<file path="src/design/dtc_pkg.sv">
// Shared constants for the adaptive floor configuration block
package dtc_pkg;
    localparam int unsigned ADDR_W          = 12;
    localparam int unsigned IDX_W           = 10;
    // Register indexes; byte address is four times the index
    localparam logic [IDX_W-1:0] IDX_FAR1_TGT   = 10'h033;
    localparam logic [IDX_W-1:0] IDX_LOCAL_TGT  = 10'h034;
    localparam logic [IDX_W-1:0] IDX_FAR2_TGT   = 10'h035;
    localparam logic [IDX_W-1:0] IDX_CTRL_ONE   = 10'h036;
    localparam logic [IDX_W-1:0] IDX_CTRL_TWO   = 10'h037;
    localparam logic [IDX_W-1:0] IDX_CONFIG     = 10'h040;
    localparam logic [IDX_W-1:0] IDX_STATUS     = 10'h041;
    localparam logic [IDX_W-1:0] IDX_CORE_LOLIM = 10'h046;
    localparam logic [IDX_W-1:0] IDX_IRQ_MASK   = 10'h074;
    // Reset values
    localparam logic [7:0] RST_TARGET       = 8'h64;
    localparam logic [7:0] RST_CTRL         = 8'h00;
    localparam logic [7:0] RST_LOLIM        = 8'h00;
    localparam logic [7:0] RST_MASK         = 8'h00;
    // Control register one fields
    localparam int unsigned CTL_FAR2_CYC_MSB = 0;
    localparam int unsigned CTL_CVL_MODE     = 1;
    localparam int unsigned CTL_FAR1_CAP     = 2;
    localparam int unsigned CTL_LOCAL_CAP    = 3;
    localparam int unsigned CTL_FAR2_CAP     = 4;
    localparam int unsigned CTL_FAR1_EN      = 5;
    localparam int unsigned CTL_LOCAL_EN     = 6;
    localparam int unsigned CTL_FAR2_EN      = 7;
    // Control register two fields
    localparam int unsigned CT2_FAR1_CYC_LSB  = 0;
    localparam int unsigned CT2_LOCAL_CYC_LSB = 3;
    localparam int unsigned CT2_FAR2_CYC_LSB  = 6;
    // Config lock bit, status bits
    localparam int unsigned CFG_LOCK        = 1;
    localparam int unsigned STS_CAPTURE     = 0;
    localparam int unsigned STS_CORE_LOW    = 1;
    // Adjustment periods in monitoring cycles, shifted by the cycle code
    localparam int unsigned CYC_W           = 11;
    localparam logic [CYC_W-1:0] DEC_BASE   = 11'h004;
    localparam logic [CYC_W-1:0] INC_BASE   = 11'h008;
    // Bus responses
    localparam logic [1:0] RESP_OKAY        = 2'h0;
    localparam logic [1:0] RESP_SLVERR      = 2'h2;
endpackage

</file>
<file path="src/design/dtc_config_regs.sv">
// Adaptive floor configuration registers with AXI4-Lite access
// Functional notes
// - Target registers reset to 0x64, 100 C
// - Enabled channel regulates about its target register
// - Lock bit makes target and control registers ignore writes
// - Control bit 0 is far2 cycle MSB
// - Cycle code sets monitoring cycles between adjustments
// - Core low in standby sets status, alert
// - Core low disables hot monitor, adaptive, shutdown
// - Capture far1 temperature on overheat assertion
// - Capture local temperature on overheat assertion
// - Capture far2 temperature on overheat assertion
// - Capture bit clear keeps programmed target
// - Bits 5-7 enable adaptive floor per channel
// - Disabled channel keeps programmed floor unchanged
`timescale 1ns/1ps
module dtc_config_regs (
    input  wire logic                       clock_i,
    input  wire logic                       rst_n_i,
    // AXI4-Lite slave
    input  wire logic [dtc_pkg::ADDR_W-1:0] s_axi_awaddr,
    input  wire logic                       s_axi_awvalid,
    output logic                            s_axi_awready,
    input  wire logic [31:0]                s_axi_wdata,
    input  wire logic [3:0]                 s_axi_wstrb,
    input  wire logic                       s_axi_wvalid,
    output logic                            s_axi_wready,
    output logic [1:0]                      s_axi_bresp,
    output logic                            s_axi_bvalid,
    input  wire logic                       s_axi_bready,
    input  wire logic [dtc_pkg::ADDR_W-1:0] s_axi_araddr,
    input  wire logic                       s_axi_arvalid,
    output logic                            s_axi_arready,
    output logic [31:0]                     s_axi_rdata,
    output logic [1:0]                      s_axi_rresp,
    output logic                            s_axi_rvalid,
    input  wire logic                       s_axi_rready,
    // Pins
    input  wire logic                       overheat_pin_n_i,
    input  wire logic                       standby_supply_i,
    // Measurements from the monitoring core, same clock
    input  wire logic                       monitor_tick_i,
    input  wire logic [7:0]                 core_voltage_i,
    input  wire logic [7:0]                 far1_temp_i,
    input  wire logic [7:0]                 local_temp_i,
    input  wire logic [7:0]                 far2_temp_i,
    input  wire logic [7:0]                 far1_low_lim_i,
    input  wire logic [7:0]                 local_low_lim_i,
    input  wire logic [7:0]                 far2_low_lim_i,
    input  wire logic [7:0]                 far1_high_lim_i,
    input  wire logic [7:0]                 local_high_lim_i,
    input  wire logic [7:0]                 far2_high_lim_i,
    input  wire logic [7:0]                 far1_prog_floor_i,
    input  wire logic [7:0]                 local_prog_floor_i,
    input  wire logic [7:0]                 far2_prog_floor_i,
    // Results
    output logic [7:0]                      far1_floor_o,
    output logic [7:0]                      local_floor_o,
    output logic [7:0]                      far2_floor_o,
    output logic [2:0]                      adaptive_active_o,
    output logic                            processor_hot_monitor_en_o,
    output logic                            shutdown_block_o,
    output logic                            irq_o
);
    // Register state
    logic [7:0] far1_tgt_ff;
    logic [7:0] local_tgt_ff;
    logic [7:0] far2_tgt_ff;
    logic [7:0] ctrl_one_ff;
    logic [7:0] ctrl_two_ff;
    logic       lock_ff;
    logic [1:0] status_ff;
    logic [1:0] mask_ff;
    logic [7:0] core_lolim_ff;
    logic       hot_prev_ff;
    logic       cvl_ff;
    logic       irq_ff;
    logic       phm_en_ff;
    logic       shut_blk_ff;
    logic [2:0] active_ff;
    logic                       awready_ff;
    logic                       bvalid_ff;
    logic [1:0]                 bresp_ff;
    logic                       arready_ff;
    logic                       rvalid_ff;
    logic [31:0]                rdata_ff;
    logic [1:0]                 rresp_ff;

    logic [1:0] pins_sync;

    dtc_sync2 #(
        .W(2)
    ) u_pin_sync (
        .clock_i  (clock_i),
        .rst_n_i  (rst_n_i),
        .async_i  ({standby_supply_i, overheat_pin_n_i}),
        .rst_val_i(2'h1),
        .sync_o   (pins_sync)
    );

    wire overheat_now = !pins_sync[0];
    wire on_standby   = pins_sync[1];
    wire overheat_rise = overheat_now && !hot_prev_ff;

    // Write channel: both address and data taken together
    wire wr_fire  = s_axi_awvalid && s_axi_wvalid && !bvalid_ff && !awready_ff;
    wire [dtc_pkg::IDX_W-1:0] wr_idx = s_axi_awaddr[dtc_pkg::ADDR_W-1:2];
    wire wr_lane0 = wr_fire && s_axi_wstrb[0];
    wire [7:0] wbyte = s_axi_wdata[7:0];

    wire hit_w_far1   = wr_idx == dtc_pkg::IDX_FAR1_TGT;
    wire hit_w_local  = wr_idx == dtc_pkg::IDX_LOCAL_TGT;
    wire hit_w_far2   = wr_idx == dtc_pkg::IDX_FAR2_TGT;
    wire hit_w_ctl1   = wr_idx == dtc_pkg::IDX_CTRL_ONE;
    wire hit_w_ctl2   = wr_idx == dtc_pkg::IDX_CTRL_TWO;
    wire hit_w_cfg    = wr_idx == dtc_pkg::IDX_CONFIG;
    wire hit_w_sts    = wr_idx == dtc_pkg::IDX_STATUS;
    wire hit_w_lolim  = wr_idx == dtc_pkg::IDX_CORE_LOLIM;
    wire hit_w_mask   = wr_idx == dtc_pkg::IDX_IRQ_MASK;
    wire wr_mapped    = hit_w_far1 | hit_w_local | hit_w_far2 | hit_w_ctl1 | hit_w_ctl2
                      | hit_w_cfg | hit_w_sts | hit_w_lolim | hit_w_mask;

    wire wr_open      = wr_lane0 && !lock_ff;
    wire we_far1      = wr_open && hit_w_far1;
    wire we_local     = wr_open && hit_w_local;
    wire we_far2      = wr_open && hit_w_far2;
    wire we_ctl1      = wr_open && hit_w_ctl1;
    wire we_ctl2      = wr_open && hit_w_ctl2;
    wire we_cfg       = wr_lane0 && hit_w_cfg;
    wire we_sts       = wr_lane0 && hit_w_sts;
    wire we_lolim     = wr_lane0 && hit_w_lolim;
    wire we_mask      = wr_lane0 && hit_w_mask;

    wire cap_far1   = overheat_rise && ctrl_one_ff[dtc_pkg::CTL_FAR1_CAP];
    wire cap_local  = overheat_rise && ctrl_one_ff[dtc_pkg::CTL_LOCAL_CAP];
    wire cap_far2   = overheat_rise && ctrl_one_ff[dtc_pkg::CTL_FAR2_CAP];

    wire cvl_now = ctrl_one_ff[dtc_pkg::CTL_CVL_MODE] && on_standby
                 && (core_voltage_i < core_lolim_ff);

    // Cycle codes, far2 MSB in control one
    wire [2:0] far1_code  = ctrl_two_ff[dtc_pkg::CT2_FAR1_CYC_LSB +: 3];
    wire [2:0] local_code = ctrl_two_ff[dtc_pkg::CT2_LOCAL_CYC_LSB +: 3];
    wire [2:0] far2_code  = {ctrl_one_ff[dtc_pkg::CTL_FAR2_CYC_MSB],
                             ctrl_two_ff[dtc_pkg::CT2_FAR2_CYC_LSB +: 2]};

    wire [2:0] adapt_en = {ctrl_one_ff[dtc_pkg::CTL_FAR2_EN],
                           ctrl_one_ff[dtc_pkg::CTL_LOCAL_EN],
                           ctrl_one_ff[dtc_pkg::CTL_FAR1_EN]} & {3{!cvl_ff}};

    wire [1:0] sts_events = {cvl_ff, cap_far1 | cap_local | cap_far2};
    wire [1:0] sts_clear  = we_sts ? wbyte[1:0] : 2'h0;

    // Read channel
    wire rd_fire = s_axi_arvalid && !rvalid_ff && !arready_ff;
    wire [dtc_pkg::IDX_W-1:0] rd_idx = s_axi_araddr[dtc_pkg::ADDR_W-1:2];
    wire hit_r_far1   = rd_idx == dtc_pkg::IDX_FAR1_TGT;
    wire hit_r_local  = rd_idx == dtc_pkg::IDX_LOCAL_TGT;
    wire hit_r_far2   = rd_idx == dtc_pkg::IDX_FAR2_TGT;
    wire hit_r_ctl1   = rd_idx == dtc_pkg::IDX_CTRL_ONE;
    wire hit_r_ctl2   = rd_idx == dtc_pkg::IDX_CTRL_TWO;
    wire hit_r_cfg    = rd_idx == dtc_pkg::IDX_CONFIG;
    wire hit_r_sts    = rd_idx == dtc_pkg::IDX_STATUS;
    wire hit_r_lolim  = rd_idx == dtc_pkg::IDX_CORE_LOLIM;
    wire hit_r_mask   = rd_idx == dtc_pkg::IDX_IRQ_MASK;
    wire rd_mapped    = hit_r_far1 | hit_r_local | hit_r_far2 | hit_r_ctl1 | hit_r_ctl2
                      | hit_r_cfg | hit_r_sts | hit_r_lolim | hit_r_mask;
    wire [7:0] rd_byte = ({8{hit_r_far1}}  & far1_tgt_ff)
                       | ({8{hit_r_local}} & local_tgt_ff)
                       | ({8{hit_r_far2}}  & far2_tgt_ff)
                       | ({8{hit_r_ctl1}}  & ctrl_one_ff)
                       | ({8{hit_r_ctl2}}  & ctrl_two_ff)
                       | ({8{hit_r_cfg}}   & {6'h00, lock_ff, 1'b0})
                       | ({8{hit_r_sts}}   & {6'h00, status_ff})
                       | ({8{hit_r_lolim}} & core_lolim_ff)
                       | ({8{hit_r_mask}}  & {6'h00, mask_ff});

    dtc_floor_adj u_far1_adj (
        .clock_i       (clock_i),
        .rst_n_i       (rst_n_i),
        .enable_i      (adapt_en[0]),
        .monitor_tick_i(monitor_tick_i),
        .cycle_code_i  (far1_code),
        .temp_i        (far1_temp_i),
        .target_i      (far1_tgt_ff),
        .low_limit_i   (far1_low_lim_i),
        .high_limit_i  (far1_high_lim_i),
        .prog_floor_i  (far1_prog_floor_i),
        .floor_o       (far1_floor_o)
    );

    dtc_floor_adj u_local_adj (
        .clock_i       (clock_i),
        .rst_n_i       (rst_n_i),
        .enable_i      (adapt_en[1]),
        .monitor_tick_i(monitor_tick_i),
        .cycle_code_i  (local_code),
        .temp_i        (local_temp_i),
        .target_i      (local_tgt_ff),
        .low_limit_i   (local_low_lim_i),
        .high_limit_i  (local_high_lim_i),
        .prog_floor_i  (local_prog_floor_i),
        .floor_o       (local_floor_o)
    );

    dtc_floor_adj u_far2_adj (
        .clock_i       (clock_i),
        .rst_n_i       (rst_n_i),
        .enable_i      (adapt_en[2]),
        .monitor_tick_i(monitor_tick_i),
        .cycle_code_i  (far2_code),
        .temp_i        (far2_temp_i),
        .target_i      (far2_tgt_ff),
        .low_limit_i   (far2_low_lim_i),
        .high_limit_i  (far2_high_lim_i),
        .prog_floor_i  (far2_prog_floor_i),
        .floor_o       (far2_floor_o)
    );

    always_ff @(posedge clock_i) begin
        if (!rst_n_i) begin
            far1_tgt_ff <= dtc_pkg::RST_TARGET;
        end else if (cap_far1) begin
            far1_tgt_ff <= far1_temp_i;
        end else if (we_far1) begin
            far1_tgt_ff <= wbyte;
        end
    end

    always_ff @(posedge clock_i) begin
        if (!rst_n_i) begin
            local_tgt_ff <= dtc_pkg::RST_TARGET;
        end else if (cap_local) begin
            local_tgt_ff <= local_temp_i;
        end else if (we_local) begin
            local_tgt_ff <= wbyte;
        end
    end

    always_ff @(posedge clock_i) begin
        if (!rst_n_i) begin
            far2_tgt_ff <= dtc_pkg::RST_TARGET;
        end else if (cap_far2) begin
            far2_tgt_ff <= far2_temp_i;
        end else if (we_far2) begin
            far2_tgt_ff <= wbyte;
        end
    end

    // Control, config, limit and mask registers
    always_ff @(posedge clock_i) begin
        if (!rst_n_i) begin
            ctrl_one_ff   <= dtc_pkg::RST_CTRL;
            ctrl_two_ff   <= dtc_pkg::RST_CTRL;
            lock_ff       <= 1'b0;
            core_lolim_ff <= dtc_pkg::RST_LOLIM;
            mask_ff       <= dtc_pkg::RST_MASK[1:0];
        end else begin
            if (we_ctl1) begin
                ctrl_one_ff <= wbyte;
            end
            if (we_ctl2) begin
                ctrl_two_ff <= wbyte;
            end
            if (we_cfg && wbyte[dtc_pkg::CFG_LOCK]) begin
                lock_ff <= 1'b1;
            end
            if (we_lolim) begin
                core_lolim_ff <= wbyte;
            end
            if (we_mask) begin
                mask_ff <= wbyte[1:0];
            end
        end
    end

    // Sticky status, set wins over clear
    always_ff @(posedge clock_i) begin
        if (!rst_n_i) begin
            status_ff <= 2'h0;
        end else begin
            status_ff <= (status_ff & ~sts_clear) | sts_events;
        end
    end

    always_ff @(posedge clock_i) begin
        if (!rst_n_i) begin
            hot_prev_ff <= 1'b0;
            cvl_ff      <= 1'b0;
            phm_en_ff   <= 1'b1;
            shut_blk_ff <= 1'b0;
            active_ff   <= 3'h0;
            irq_ff      <= 1'b0;
        end else begin
            hot_prev_ff <= overheat_now;
            cvl_ff      <= cvl_now;
            phm_en_ff   <= !cvl_ff;
            shut_blk_ff <= cvl_ff;
            active_ff   <= adapt_en;
            irq_ff      <= |(status_ff & mask_ff);
        end
    end

    // AXI4-Lite write handshake and response
    always_ff @(posedge clock_i) begin
        if (!rst_n_i) begin
            awready_ff <= 1'b0;
            bvalid_ff  <= 1'b0;
            bresp_ff   <= dtc_pkg::RESP_OKAY;
        end else begin
            awready_ff <= wr_fire;
            if (wr_fire) begin
                bvalid_ff <= 1'b1;
                bresp_ff  <= wr_mapped ? dtc_pkg::RESP_OKAY : dtc_pkg::RESP_SLVERR;
            end else if (s_axi_bready) begin
                bvalid_ff <= 1'b0;
            end
        end
    end

    // AXI4-Lite read handshake and data
    always_ff @(posedge clock_i) begin
        if (!rst_n_i) begin
            arready_ff <= 1'b0;
            rvalid_ff  <= 1'b0;
            rdata_ff   <= 32'h0000_0000;
            rresp_ff   <= dtc_pkg::RESP_OKAY;
        end else begin
            arready_ff <= rd_fire;
            if (rd_fire) begin
                rvalid_ff <= 1'b1;
                rdata_ff  <= {24'h000000, rd_byte};
                rresp_ff  <= rd_mapped ? dtc_pkg::RESP_OKAY : dtc_pkg::RESP_SLVERR;
            end else if (s_axi_rready) begin
                rvalid_ff <= 1'b0;
            end
        end
    end

    assign s_axi_awready              = awready_ff;
    assign s_axi_wready               = awready_ff;
    assign s_axi_bvalid               = bvalid_ff;
    assign s_axi_bresp                = bresp_ff;
    assign s_axi_arready              = arready_ff;
    assign s_axi_rvalid               = rvalid_ff;
    assign s_axi_rdata                = rdata_ff;
    assign s_axi_rresp                = rresp_ff;
    assign adaptive_active_o          = active_ff;
    assign processor_hot_monitor_en_o = phm_en_ff;
    assign shutdown_block_o           = shut_blk_ff;
    assign irq_o                      = irq_ff;
endmodule // dtc_config_regs

</file>
<file path="src/design/dtc_floor_adj.sv">
// Per-channel minimum temperature adjustment loop
`timescale 1ns/1ps
module dtc_floor_adj (
    input  wire logic       clock_i,
    input  wire logic       rst_n_i,
    input  wire logic       enable_i,
    input  wire logic       monitor_tick_i,
    input  wire logic [2:0] cycle_code_i,
    input  wire logic [7:0] temp_i,
    input  wire logic [7:0] target_i,
    input  wire logic [7:0] low_limit_i,
    input  wire logic [7:0] high_limit_i,
    input  wire logic [7:0] prog_floor_i,
    output logic      [7:0] floor_o
);
    logic [dtc_pkg::CYC_W-1:0] cnt_ff;
    logic [7:0]                floor_ff;

    wire [dtc_pkg::CYC_W-1:0] dec_period = dtc_pkg::DEC_BASE << cycle_code_i;
    wire [dtc_pkg::CYC_W-1:0] inc_period = dtc_pkg::INC_BASE << cycle_code_i;
    wire too_hot  = $signed(temp_i) > $signed(target_i);
    wire too_cool = $signed(temp_i) < $signed(low_limit_i);
    wire can_dec  = $signed(floor_ff) > $signed(low_limit_i);
    wire can_inc  = $signed(floor_ff) < $signed(high_limit_i);
    wire dec_due  = too_hot && (cnt_ff >= dec_period - 11'h001);
    wire inc_due  = too_cool && (cnt_ff >= inc_period - 11'h001);

    always_ff @(posedge clock_i) begin
        if (!rst_n_i) begin
            cnt_ff   <= '0;
            floor_ff <= 8'h00;
        end else if (!enable_i) begin
            cnt_ff   <= '0;
            floor_ff <= prog_floor_i;
        end else if (monitor_tick_i) begin
            if (dec_due || inc_due || !(too_hot || too_cool)) begin
                cnt_ff <= '0;
            end else begin
                cnt_ff <= cnt_ff + 11'h001;
            end
            if (dec_due && can_dec) begin
                floor_ff <= floor_ff - 8'h01;
            end else if (inc_due && can_inc) begin
                floor_ff <= floor_ff + 8'h01;
            end
        end
    end

    assign floor_o = floor_ff;
endmodule // dtc_floor_adj

</file>
<file path="src/design/dtc_sync2.sv">
// Two-stage synchroniser for pin inputs
`timescale 1ns/1ps
module dtc_sync2 #(
    parameter int unsigned W = 1
) (
    input  wire logic         clock_i,
    input  wire logic         rst_n_i,
    input  wire logic [W-1:0] async_i,
    input  wire logic [W-1:0] rst_val_i,
    output logic      [W-1:0] sync_o
);
    logic [W-1:0] meta_ff;
    logic [W-1:0] sync_ff;

    always_ff @(posedge clock_i) begin
        if (!rst_n_i) begin
            meta_ff <= rst_val_i;
            sync_ff <= rst_val_i;
        end else begin
            meta_ff <= async_i;
            sync_ff <= meta_ff;
        end
    end

    assign sync_o = sync_ff;
endmodule // dtc_sync2

</file>
<file path="config.mk">
export PLATFORM = sky130hd
export DESIGN_NAME = dtc_config_regs
export DESIGN_NICKNAME = d
export VERILOG_FILES = /design/src/design/dtc_pkg.sv /design/src/design/dtc_config_regs.sv /design/src/design/dtc_floor_adj.sv /design/src/design/dtc_sync2.sv
export SDC_FILE = /design/constraint.sdc
export NUM_CORES = 1
export LEC_CHECK = 0
export BUFFER_PORTS_ARGS = -buffer_cell sky130_fd_sc_hd__buf_4
export CAP_MARGIN = 20
export CELL_PAD_IN_SITES_DETAIL_PLACEMENT = 2
export CELL_PAD_IN_SITES_GLOBAL_PLACEMENT = 2
export CORE_MARGIN = 5
export CORE_UTILIZATION = 25
export DETAILED_ROUTE_END_ITERATION = 8
export GPL_TIMING_DRIVEN = 0
export PLACE_DENSITY_LB_ADDON = 0.1
export RECOVER_POWER = 25
export SLEW_MARGIN = 10
export SYNTH_ARGS = -nofsm -noshare
export SYNTH_HDL_FRONTEND = slang
export SYNTH_SLANG_ARGS = --single-unit
</file>
<file path="constraint.sdc">
create_clock -name clock_i -period 11.1 [get_ports clock_i]
set_clock_uncertainty 0.2 [all_clocks]
set_input_delay 1.665 -clock clock_i [delete_from_list [all_inputs] [get_ports clock_i]]
set_output_delay 1.665 -clock clock_i [all_outputs]
set_load 0.02 [all_outputs]
</file>
==> impl_metrics.env, run 1 <==
export IMPL_cp_common_cell="ha_1"
export IMPL_num_vias=10351
export IMPL_cp_max_fo=10
export IMPL_p_int_w=0.000961
export IMPL_critical_path_endpoint_type="register"
export IMPL_yosysTopAreaCellShare_pct=25.6
export IMPL_postSynth_topFlopCell="dfxtp_1"
export IMPL_worst_setup_path_type="reg -> reg"
export IMPL_crit_required_ns=11.24
export IMPL_net_switching_power_figure_w=0.000375
export IMPL_seq_total_area_yosys_pct=25.6
export IMPL_rsz0062_at_grt="false"
export IMPL_drt_first_pass_iters=4
export IMPL_postSynthCellCount=1269
export IMPL_cts_hold_repair_buffers=0
export IMPL_unique_cell_type_count_in_the_yosys_netlist=76
export IMPL_route_detailed_wl_per_inst_um=21.0
export IMPL_core_rowCount=75
export IMPL_total_number_of_clock_tree_sinks=136
export IMPL_syn_mean_instance_area_um2=8.39
export IMPL_clock_path_buffers=2
export IMPL_power_density_nw_per_um2=101
export IMPL_syn_to_final_growth_pct=24.4
export IMPL_peakVddDrop_mv=0.0856
export IMPL_finalWirelength_mm=42.9
export IMPL_grt_total_usage_pct=18.1
export IMPL_gr_total_overflow=0
export IMPL_synth_ff_latch_count=136
export IMPL_detailed_place_hpwl_mm=35.0
export IMPL_max_cap_violations=0
export IMPL_comb_power_share_pct=16.5
export IMPL_power_leakage_nw=5.69
export IMPL_cts_tree="done"
export IMPL_critPathSlowestCell="nor2_1"
export IMPL_synthDominantAreaCellType="dfxtp_1"
export IMPL_timing_final_crit_period_ns=5.58
export IMPL_cts_buffers=17
export IMPL_slew_limit_headroom_pct=20.7
export IMPL_totalPowerFinal_w=0.00134
export IMPL_grt_pass1_wl_mm=66.6
export IMPL_design_portCount=245
export IMPL_timing_hold_ws_ns=0.213
export IMPL_report_final_slew_viol_count=0
export IMPL_clock_fmax_ghz=0.179
export IMPL_power_sequential_fraction_pct=38.2
export IMPL_diodes=0
export IMPL_numPlacedInstances=2017
export IMPL_cts_resized=0
export IMPL_share_of_total_power_in_the_clock_network_pct=45.3
export IMPL_slowest_delay_ns=0.55
export IMPL_gp_congestion=0.764
export IMPL_netSwitchingFraction_pct=28.1
export IMPL_drive_above_1_share_pct=15.6
export IMPL_floorplan_die_area_um2=46800
export IMPL_number_of_drc_markers_after_the_initial_detailed_route_iteration=352
export IMPL_grt_start_max_net_pins=17
export IMPL_antenna_found_initial=1
export IMPL_ctsHtreeMaxLevel=4
export IMPL_synth_yosys_warnings=0
export IMPL_asyncSetResetFlopFracSynth_pct=0
export IMPL_critical_path_cell_chain="clkbuf_1, or3_1, ha_1, nor3_1, a21oi_1, o21a_1, ha_1, o2111ai_1, nor3b_1, o21ai_0, a31o_2, nor2_1, ha_1, a21oi_1, nor2b_1, o31a_1, o41ai_1, xnor2_1, o21ai_0, nor3b_1, o31ai_1"
export IMPL_number_of_flops_mapped_to_enable_cells_by_yosys=0
export IMPL_final_setup_viols=0
export IMPL_initial_core_util_pct=25.3
export IMPL_drtAntennaViolNets=0
export IMPL_nFillCells=4881
export IMPL_count_of_buffers_added_by_post_cts_timing_repair_for_setup=0
export IMPL_clock_insertion_delay_worst_skew_ns=0.43
export IMPL_reg_largest_list="u_far1_adj.cnt_ff: 11 flops, u_far2_adj.cnt_ff: 11 flops, u_local_adj.cnt_ff: 11 flops"
export IMPL_syn_area_um2=10600
export IMPL_instances_no_fill=2047
export IMPL_start_kind="register"
export IMPL_chipWidth_um=216
export IMPL_hold_violations=0
export IMPL_fin_util_pct=31.5
export IMPL_run_status="complete, no violations"
export IMPL_grt_pass1_vias=11357
export IMPL_avg_vias_per_cell=5.06
export IMPL_hold_path_class="reg -> reg"
export IMPL_port_buffer_count=180
export IMPL_timing_critical_path_arrival_ns=5.73
export IMPL_core_area_um2=42000
export IMPL_tightest_pin_transition_ns=1.18
export IMPL_timing_setup_tns_ns=0
export IMPL_clockRootBuffer="clkbuf_16"
export IMPL_post_detailed_route_drc_marker_count=0
export IMPL_synth_area_leaders="dfxtp_1 (26%), ha_1 (19%), mux2i_1 (5.6%)"
export IMPL_fin_nets=1832
export IMPL_fp_dieH_um=216
export IMPL_path_clk_slew_ns=0.06
export IMPL_post_route_period_util_pct=50.3
power by group through the flow:
stage | sequential, W | clock (W) | combinational (W)
floorplan | 0.000526 | 0 | 0.000113
global placement | 0.000522 | 0 | 0.000224
detailed placement | 0.000522 | 0 | 0.000229
CTS | 0.000511 | 0.000617 | 0.000231
global route | 0.000512 | 0.000639 | 0.000248
finish | 0.000510 | 0.000605 | 0.000221
synth_stat cells, types with 4 or more instances:
library cell / n
o2111ai_1: 7
nor3_1: 34
and3_1: 16
dfxtp_1: 136
and2_1: 6
a211oi_1: 37
clkbuf_1: 39
buf_1: 4
xor2_1: 29
inv_1: 105
a221oi_1: 7
buf_4: 27
nand4_1: 22
nor4_1: 8
a21oi_1: 58
nor3b_1: 6
a22oi_1: 8
nand2b_1: 20
nand4b_1: 5
nand2_1: 72
ha_1: 158
a2111oi_0: 9
a311oi_1: 7
o21a_1: 12
mux2_2: 6
or2_2: 7
nor2b_1: 21
mux2i_1: 60
or3_1: 5
nand3_1: 25
xnor2_1: 19
buf_2: 4
o211ai_1: 18
a21o_1: 23
mux4_2: 7
nor2_1: 128
a31oi_1: 10
o21ai_0: 44
cells by family after synthesis:
group           share of synthesized area [%]
flops                                    25.6
buf+inv                                  7.35
other cells                            0.0706
xor+xnor                                 3.95
mux                                      7.76
fa+ha+maj                                19.2
simple gates                             18.4
compound gates                           17.7
cell type report:
| class | count | area [um^2] | share of cell area (%) |
|---|---|---|---|
| Multi-Input combinational cell | 980 | 7250 | 54.7 |
| Sequential cell | 136 | 2720 | 20.6 |
| Timing Repair Buffer | 182 | 1220 | 9.24 |
| Tap cell | 539 | 674 | 5.09 |
| Clock buffer | 22 | 474 | 3.58 |
| Inverter | 106 | 398 | 3.00 |
| Buffer | 74 | 384 | 2.90 |
| Clock inverter | 8 | 121 | 0.916 |
routing by layer:
| layer | global-route usage (%) | part of all wire (%) | vias up |
|---|---|---|---|
| li1 | - | - | 4996 |
| met1 | 24.2 | 48 | 5143 |
| met2 | 31.3 | 47 | 180 |
| met3 | 2.93 | 3.8 | 30 |
| met4 | 3.26 | 1.2 | 2 |
| met5 | 0 | 0.030 | - |
cells in the final DEF, fill, tap and decap left out, drive strengths merged, types with 20 or more instances in the layout:
cell type / instances
ha: 158
xor2: 29
nor2: 130
dfxtp: 136
clkbuf: 101
a211oi: 37
nand2: 72
nand4: 22
buf: 177
nand3: 25
mux2i: 60
o21ai: 48
nor2b: 21
nand2b: 20
a21o: 23
nor3: 35
conb: 29
a21oi: 59
inv: 105
critical path, delay by kind of cell (launching register included):
| kind | cells | cell delay, ns |
|---|---|---|
| compound gates | 10 | 1.97 |
| xor+xnor | 1 | 0.19 |
| fa+ha+maj | 3 | 0.94 |
| buf+inv | 1 | 0.27 |
| flops | 1 | 0.34 |
| simple gates | 6 | 1.59 |
final timing paths:
kind / from / endpoint / slack, ns / cells past startpoint
worst max-delay path: ctrl_two_ff[7]$_SDFFE_PN0P_ / u_far2_adj.floor_o[7]$_SDFFE_PN0P_ / 5.52 / 21
worst min-delay path: u_pin_sync.sync_o[0]$_SDFF_PN1_ / hot_prev_ff$_SDFF_PN0_ / 0.21 / 1
worst max register to register: ctrl_two_ff[7]$_SDFFE_PN0P_ / u_far2_adj.floor_o[7]$_SDFFE_PN0P_ / 5.52 / 21
worst min register to register: u_pin_sync.sync_o[0]$_SDFF_PN1_ / hot_prev_ff$_SDFF_PN0_ / 0.21 / 1
through the flow:
step	worst slack [ns]	area [um^2]
2_1_floorplan	5.97	10700
3_5_place_dp	5.14	12800
6_report	5.52	13200
5_1_grt	5.06	13200
3_3_place_gp	5.20	12800
4_1_cts	5.49	13400
No activity file was read; power rests on OpenSTA's default activity.
==> inputs of run 2 (changes only) <==
==> constraint.sdc (replaced) <==
create_clock -name clock_i -period 4.9 [get_ports clock_i]
set_clock_uncertainty 0.2 [all_clocks]
set_input_delay 0.735 -clock clock_i [delete_from_list [all_inputs] [get_ports clock_i]]
set_output_delay 0.735 -clock clock_i [all_outputs]
set_load 0.02 [all_outputs]
==> run 2 against run 1 <==
Effect of this change: register-to-register slack worse by 5.3 ns; critical path depth stayed put; clock-buffer cell count stayed put; final cell count is 0.15% higher; core utilization is 0.39 points higher; power is 130% higher; combinational power is 130% higher; worst hold slack hardly changed; global-route usage hardly changed; die area stayed put; routed wire length is 0.38% higher; fmax is 18% higher.
==> impl_metrics.env, run 2 (synthesis results as in run 1) <==
export IMPL_hold_end="hot_prev_ff$_SDFF_PN0_"
export IMPL_path_clk_slew_ns=0.06
export IMPL_most_frequent_standard_cell_in_the_layout_excluding_fill_and_tap_cells="buf_4"
export IMPL_rsz0062_at_grt="true"
export IMPL_report_final_slew_viol_count=0
export IMPL_cts_tree="done"
export IMPL_reg_largest_list="u_far1_adj.cnt_ff: 11 flops, u_far2_adj.cnt_ff: 11 flops, u_local_adj.cnt_ff: 11 flops"
export IMPL_finalWirelength_mm=43.1
export IMPL_route_detailed_wl_per_inst_um=21.0
export IMPL_chipWidth_um=216
export IMPL_cts_buffers=17
export IMPL_clock_path_buffers=2
export IMPL_critPathSlowestCell="or3_4"
export IMPL_total_number_of_clock_tree_sinks=136
export IMPL_start_kind="register"
export IMPL_core_rowCount=75
export IMPL_gp_congestion=0.764
export IMPL_run_status="complete, no violations"
export IMPL_gr_total_overflow=0
export IMPL_worstRegToRegCells=21
export IMPL_fin_nets=1835
export IMPL_grt_start_max_net_pins=17
export IMPL_critical_path_cell_chain="buf_6, or3_4, ha_4, nor3_2, a21oi_1, o21a_1, ha_4, o2111ai_2, nor3b_2, o21ai_2, a31o_4, nor2_4, ha_4, a21oi_1, nor2b_1, o31a_1, o41ai_2, xnor2_1, o21ai_1, nor3b_1, o31ai_1"
export IMPL_worst_flop_to_flop_path_startpoint="ctrl_two_ff[7]$_SDFFE_PN0P_"
export IMPL_port_buffer_count=180
export IMPL_timing_hold_ws_ns=0.212
export IMPL_post_route_period_util_pct=96.6
export IMPL_hold_path_class="reg -> reg"
export IMPL_avg_vias_per_cell=5.04
export IMPL_num_vias=10341
export IMPL_cp_common_cell="ha_4"
export IMPL_numPlacedInstances=2017
export IMPL_instances_no_fill=2050
export IMPL_slew_limit_headroom_pct=22.2
export IMPL_clock_fmax_ghz=0.211
export IMPL_power_leakage_nw=5.74
export IMPL_max_cap_violations=0
export IMPL_clock_insertion_delay_worst_skew_ns=0.44
export IMPL_timing_hold_worst_path_depth=1
export IMPL_design_portCount=245
export IMPL_cp_depth=21
export IMPL_crit_required_ns=5.05
export IMPL_antenna_found_initial=1
export IMPL_rr_endpoint="u_far2_adj.floor_o[7]$_SDFFE_PN0P_"
export IMPL_power_density_nw_per_um2=226
export IMPL_clockRootBuffer="clkbuf_16"
export IMPL_worst_path_dominant_cell_family="compound AO/OA/AOI/OAI gates"
export IMPL_initial_core_util_pct=25.3
export IMPL_fin_util_pct=31.9
export IMPL_worst_setup_path_type="reg -> reg"
export IMPL_critical_path_endpoint_type="register"
export IMPL_setup_reg_to_reg_worst_slack_ns=0.17
export IMPL_number_of_drc_markers_after_the_initial_detailed_route_iteration=361
export IMPL_diodes=0
export IMPL_grt_pass1_vias=11363
export IMPL_timing_critical_path_arrival_ns=4.88
export IMPL_ctsHtreeMaxLevel=4
export IMPL_syn_to_final_growth_pct=26.0
export IMPL_drt_first_pass_iters=7
export IMPL_holdCritStartpoint="u_pin_sync.sync_o[0]$_SDFF_PN1_"
export IMPL_drive_above_1_share_pct=17.2
export IMPL_final_cell_mix="buf_4 (174), ha_1 (154), dfxtp_1 (133)"
export IMPL_fp_dieH_um=216
export IMPL_dp_worst_setup_slack_ns=-0.600
export IMPL_floorplan_die_area_um2=46800
export IMPL_cp_max_fo=10
export IMPL_timing_final_crit_period_ns=4.73
export IMPL_slowest_delay_ns=0.35
export IMPL_cts_hold_repair_buffers=0
export IMPL_peakVddDrop_mv=0.197
export IMPL_cp_num_buf_inv=1
export IMPL_drtAntennaViolNets=0
export IMPL_grt_pass1_wl_mm=66.7
export IMPL_hold_violations=0
export IMPL_post_detailed_route_drc_marker_count=0
export IMPL_postLayoutSetupSlackWorst_ns=0.169
export IMPL_detailed_place_hpwl_mm=35.0
export IMPL_tightest_pin_transition_ns=1.16
export IMPL_final_setup_viols=0
export IMPL_timing_setup_tns_ns=0
export IMPL_core_area_um2=42000
export IMPL_grt_total_usage_pct=18.2
run 2: cell types whose count changed in the layout (fill, tap and decap cells not counted), sizes merged:
cell / delta
clkbuf: -5
buf: +8
run 2: worst register-to-register path: stages, from the launching register on:
cell	delay (ns)
dfxtp_2	0.34
buf_6	0.15
or3_4	0.35
ha_4	0.19
nor3_2	0.10
a21oi_1	0.05
o21a_1	0.25
ha_4	0.30
o2111ai_2	0.13
nor3b_2	0.28
o21ai_2	0.11
a31o_4	0.27
nor2_4	0.24
ha_4	0.25
a21oi_1	0.15
nor2b_1	0.08
o31a_1	0.28
o41ai_2	0.32
xnor2_1	0.18
o21ai_1	0.09
nor3b_1	0.14
o31ai_1	0.20
run 2: worst max path at each step:
stage                                            from                                 end
after floorplan           ctrl_one_ff[0]$_SDFFE_PN0P_  u_far2_adj.floor_o[7]$_SDFFE_PN0P_
after global placement    ctrl_two_ff[7]$_SDFFE_PN0P_  u_far2_adj.floor_o[7]$_SDFFE_PN0P_
after detailed placement  ctrl_two_ff[7]$_SDFFE_PN0P_  u_far2_adj.floor_o[7]$_SDFFE_PN0P_
after CTS                 ctrl_two_ff[7]$_SDFFE_PN0P_  u_far2_adj.floor_o[7]$_SDFFE_PN0P_
after global routing      ctrl_two_ff[7]$_SDFFE_PN0P_  u_far2_adj.floor_o[7]$_SDFFE_PN0P_
final                     ctrl_two_ff[7]$_SDFFE_PN0P_  u_far2_adj.floor_o[7]$_SDFFE_PN0P_
run 2: power breakdown:
| group | internal (W) | switching [W] |
|---|---|---|
| clock network | 0.000834 | 0.000533 |
| logic | 0.000217 | 0.000287 |
| registers | 0.00113 | 0.0000296 |
run 2: timing repair:
item / in CTS / in global routing
pin swaps: 1 / 8
buffers inserted: 3 / 3
gates resized for setup: 8 / 19
endpoints found under the setup margin: 7 / 10
run 2: layout make-up:
cell class	count	area, um^2
Tap cell	539	674
Fill cell	4859	28600
Multi-Input combinational cell	980	7360
Clock buffer	22	474
Timing Repair Buffer	188	1270
Inverter	106	398
Sequential cell	136	2730
Buffer	71	380
Clock inverter	8	121
run 2: per-layer routing:
layer | track usage [%] | up-vias | routed length [um]
met5 | 0 | - | 13
met4 | 3.12 | 2 | 409
met3 | 3.11 | 28 | 1540
met2 | 31.4 | 185 | 20500
met1 | 24.2 | 5129 | 20600
li1 | - | 4997 | -
run 2: stage by stage:
step,power [W],area [um^2]
after floorplan,0.00145,10700
after global placement,0.00169,12800
after detailed placement,0.00170,12800
after CTS,0.00308,13400
after global routing,0.00317,13400
final,0.00303,13400
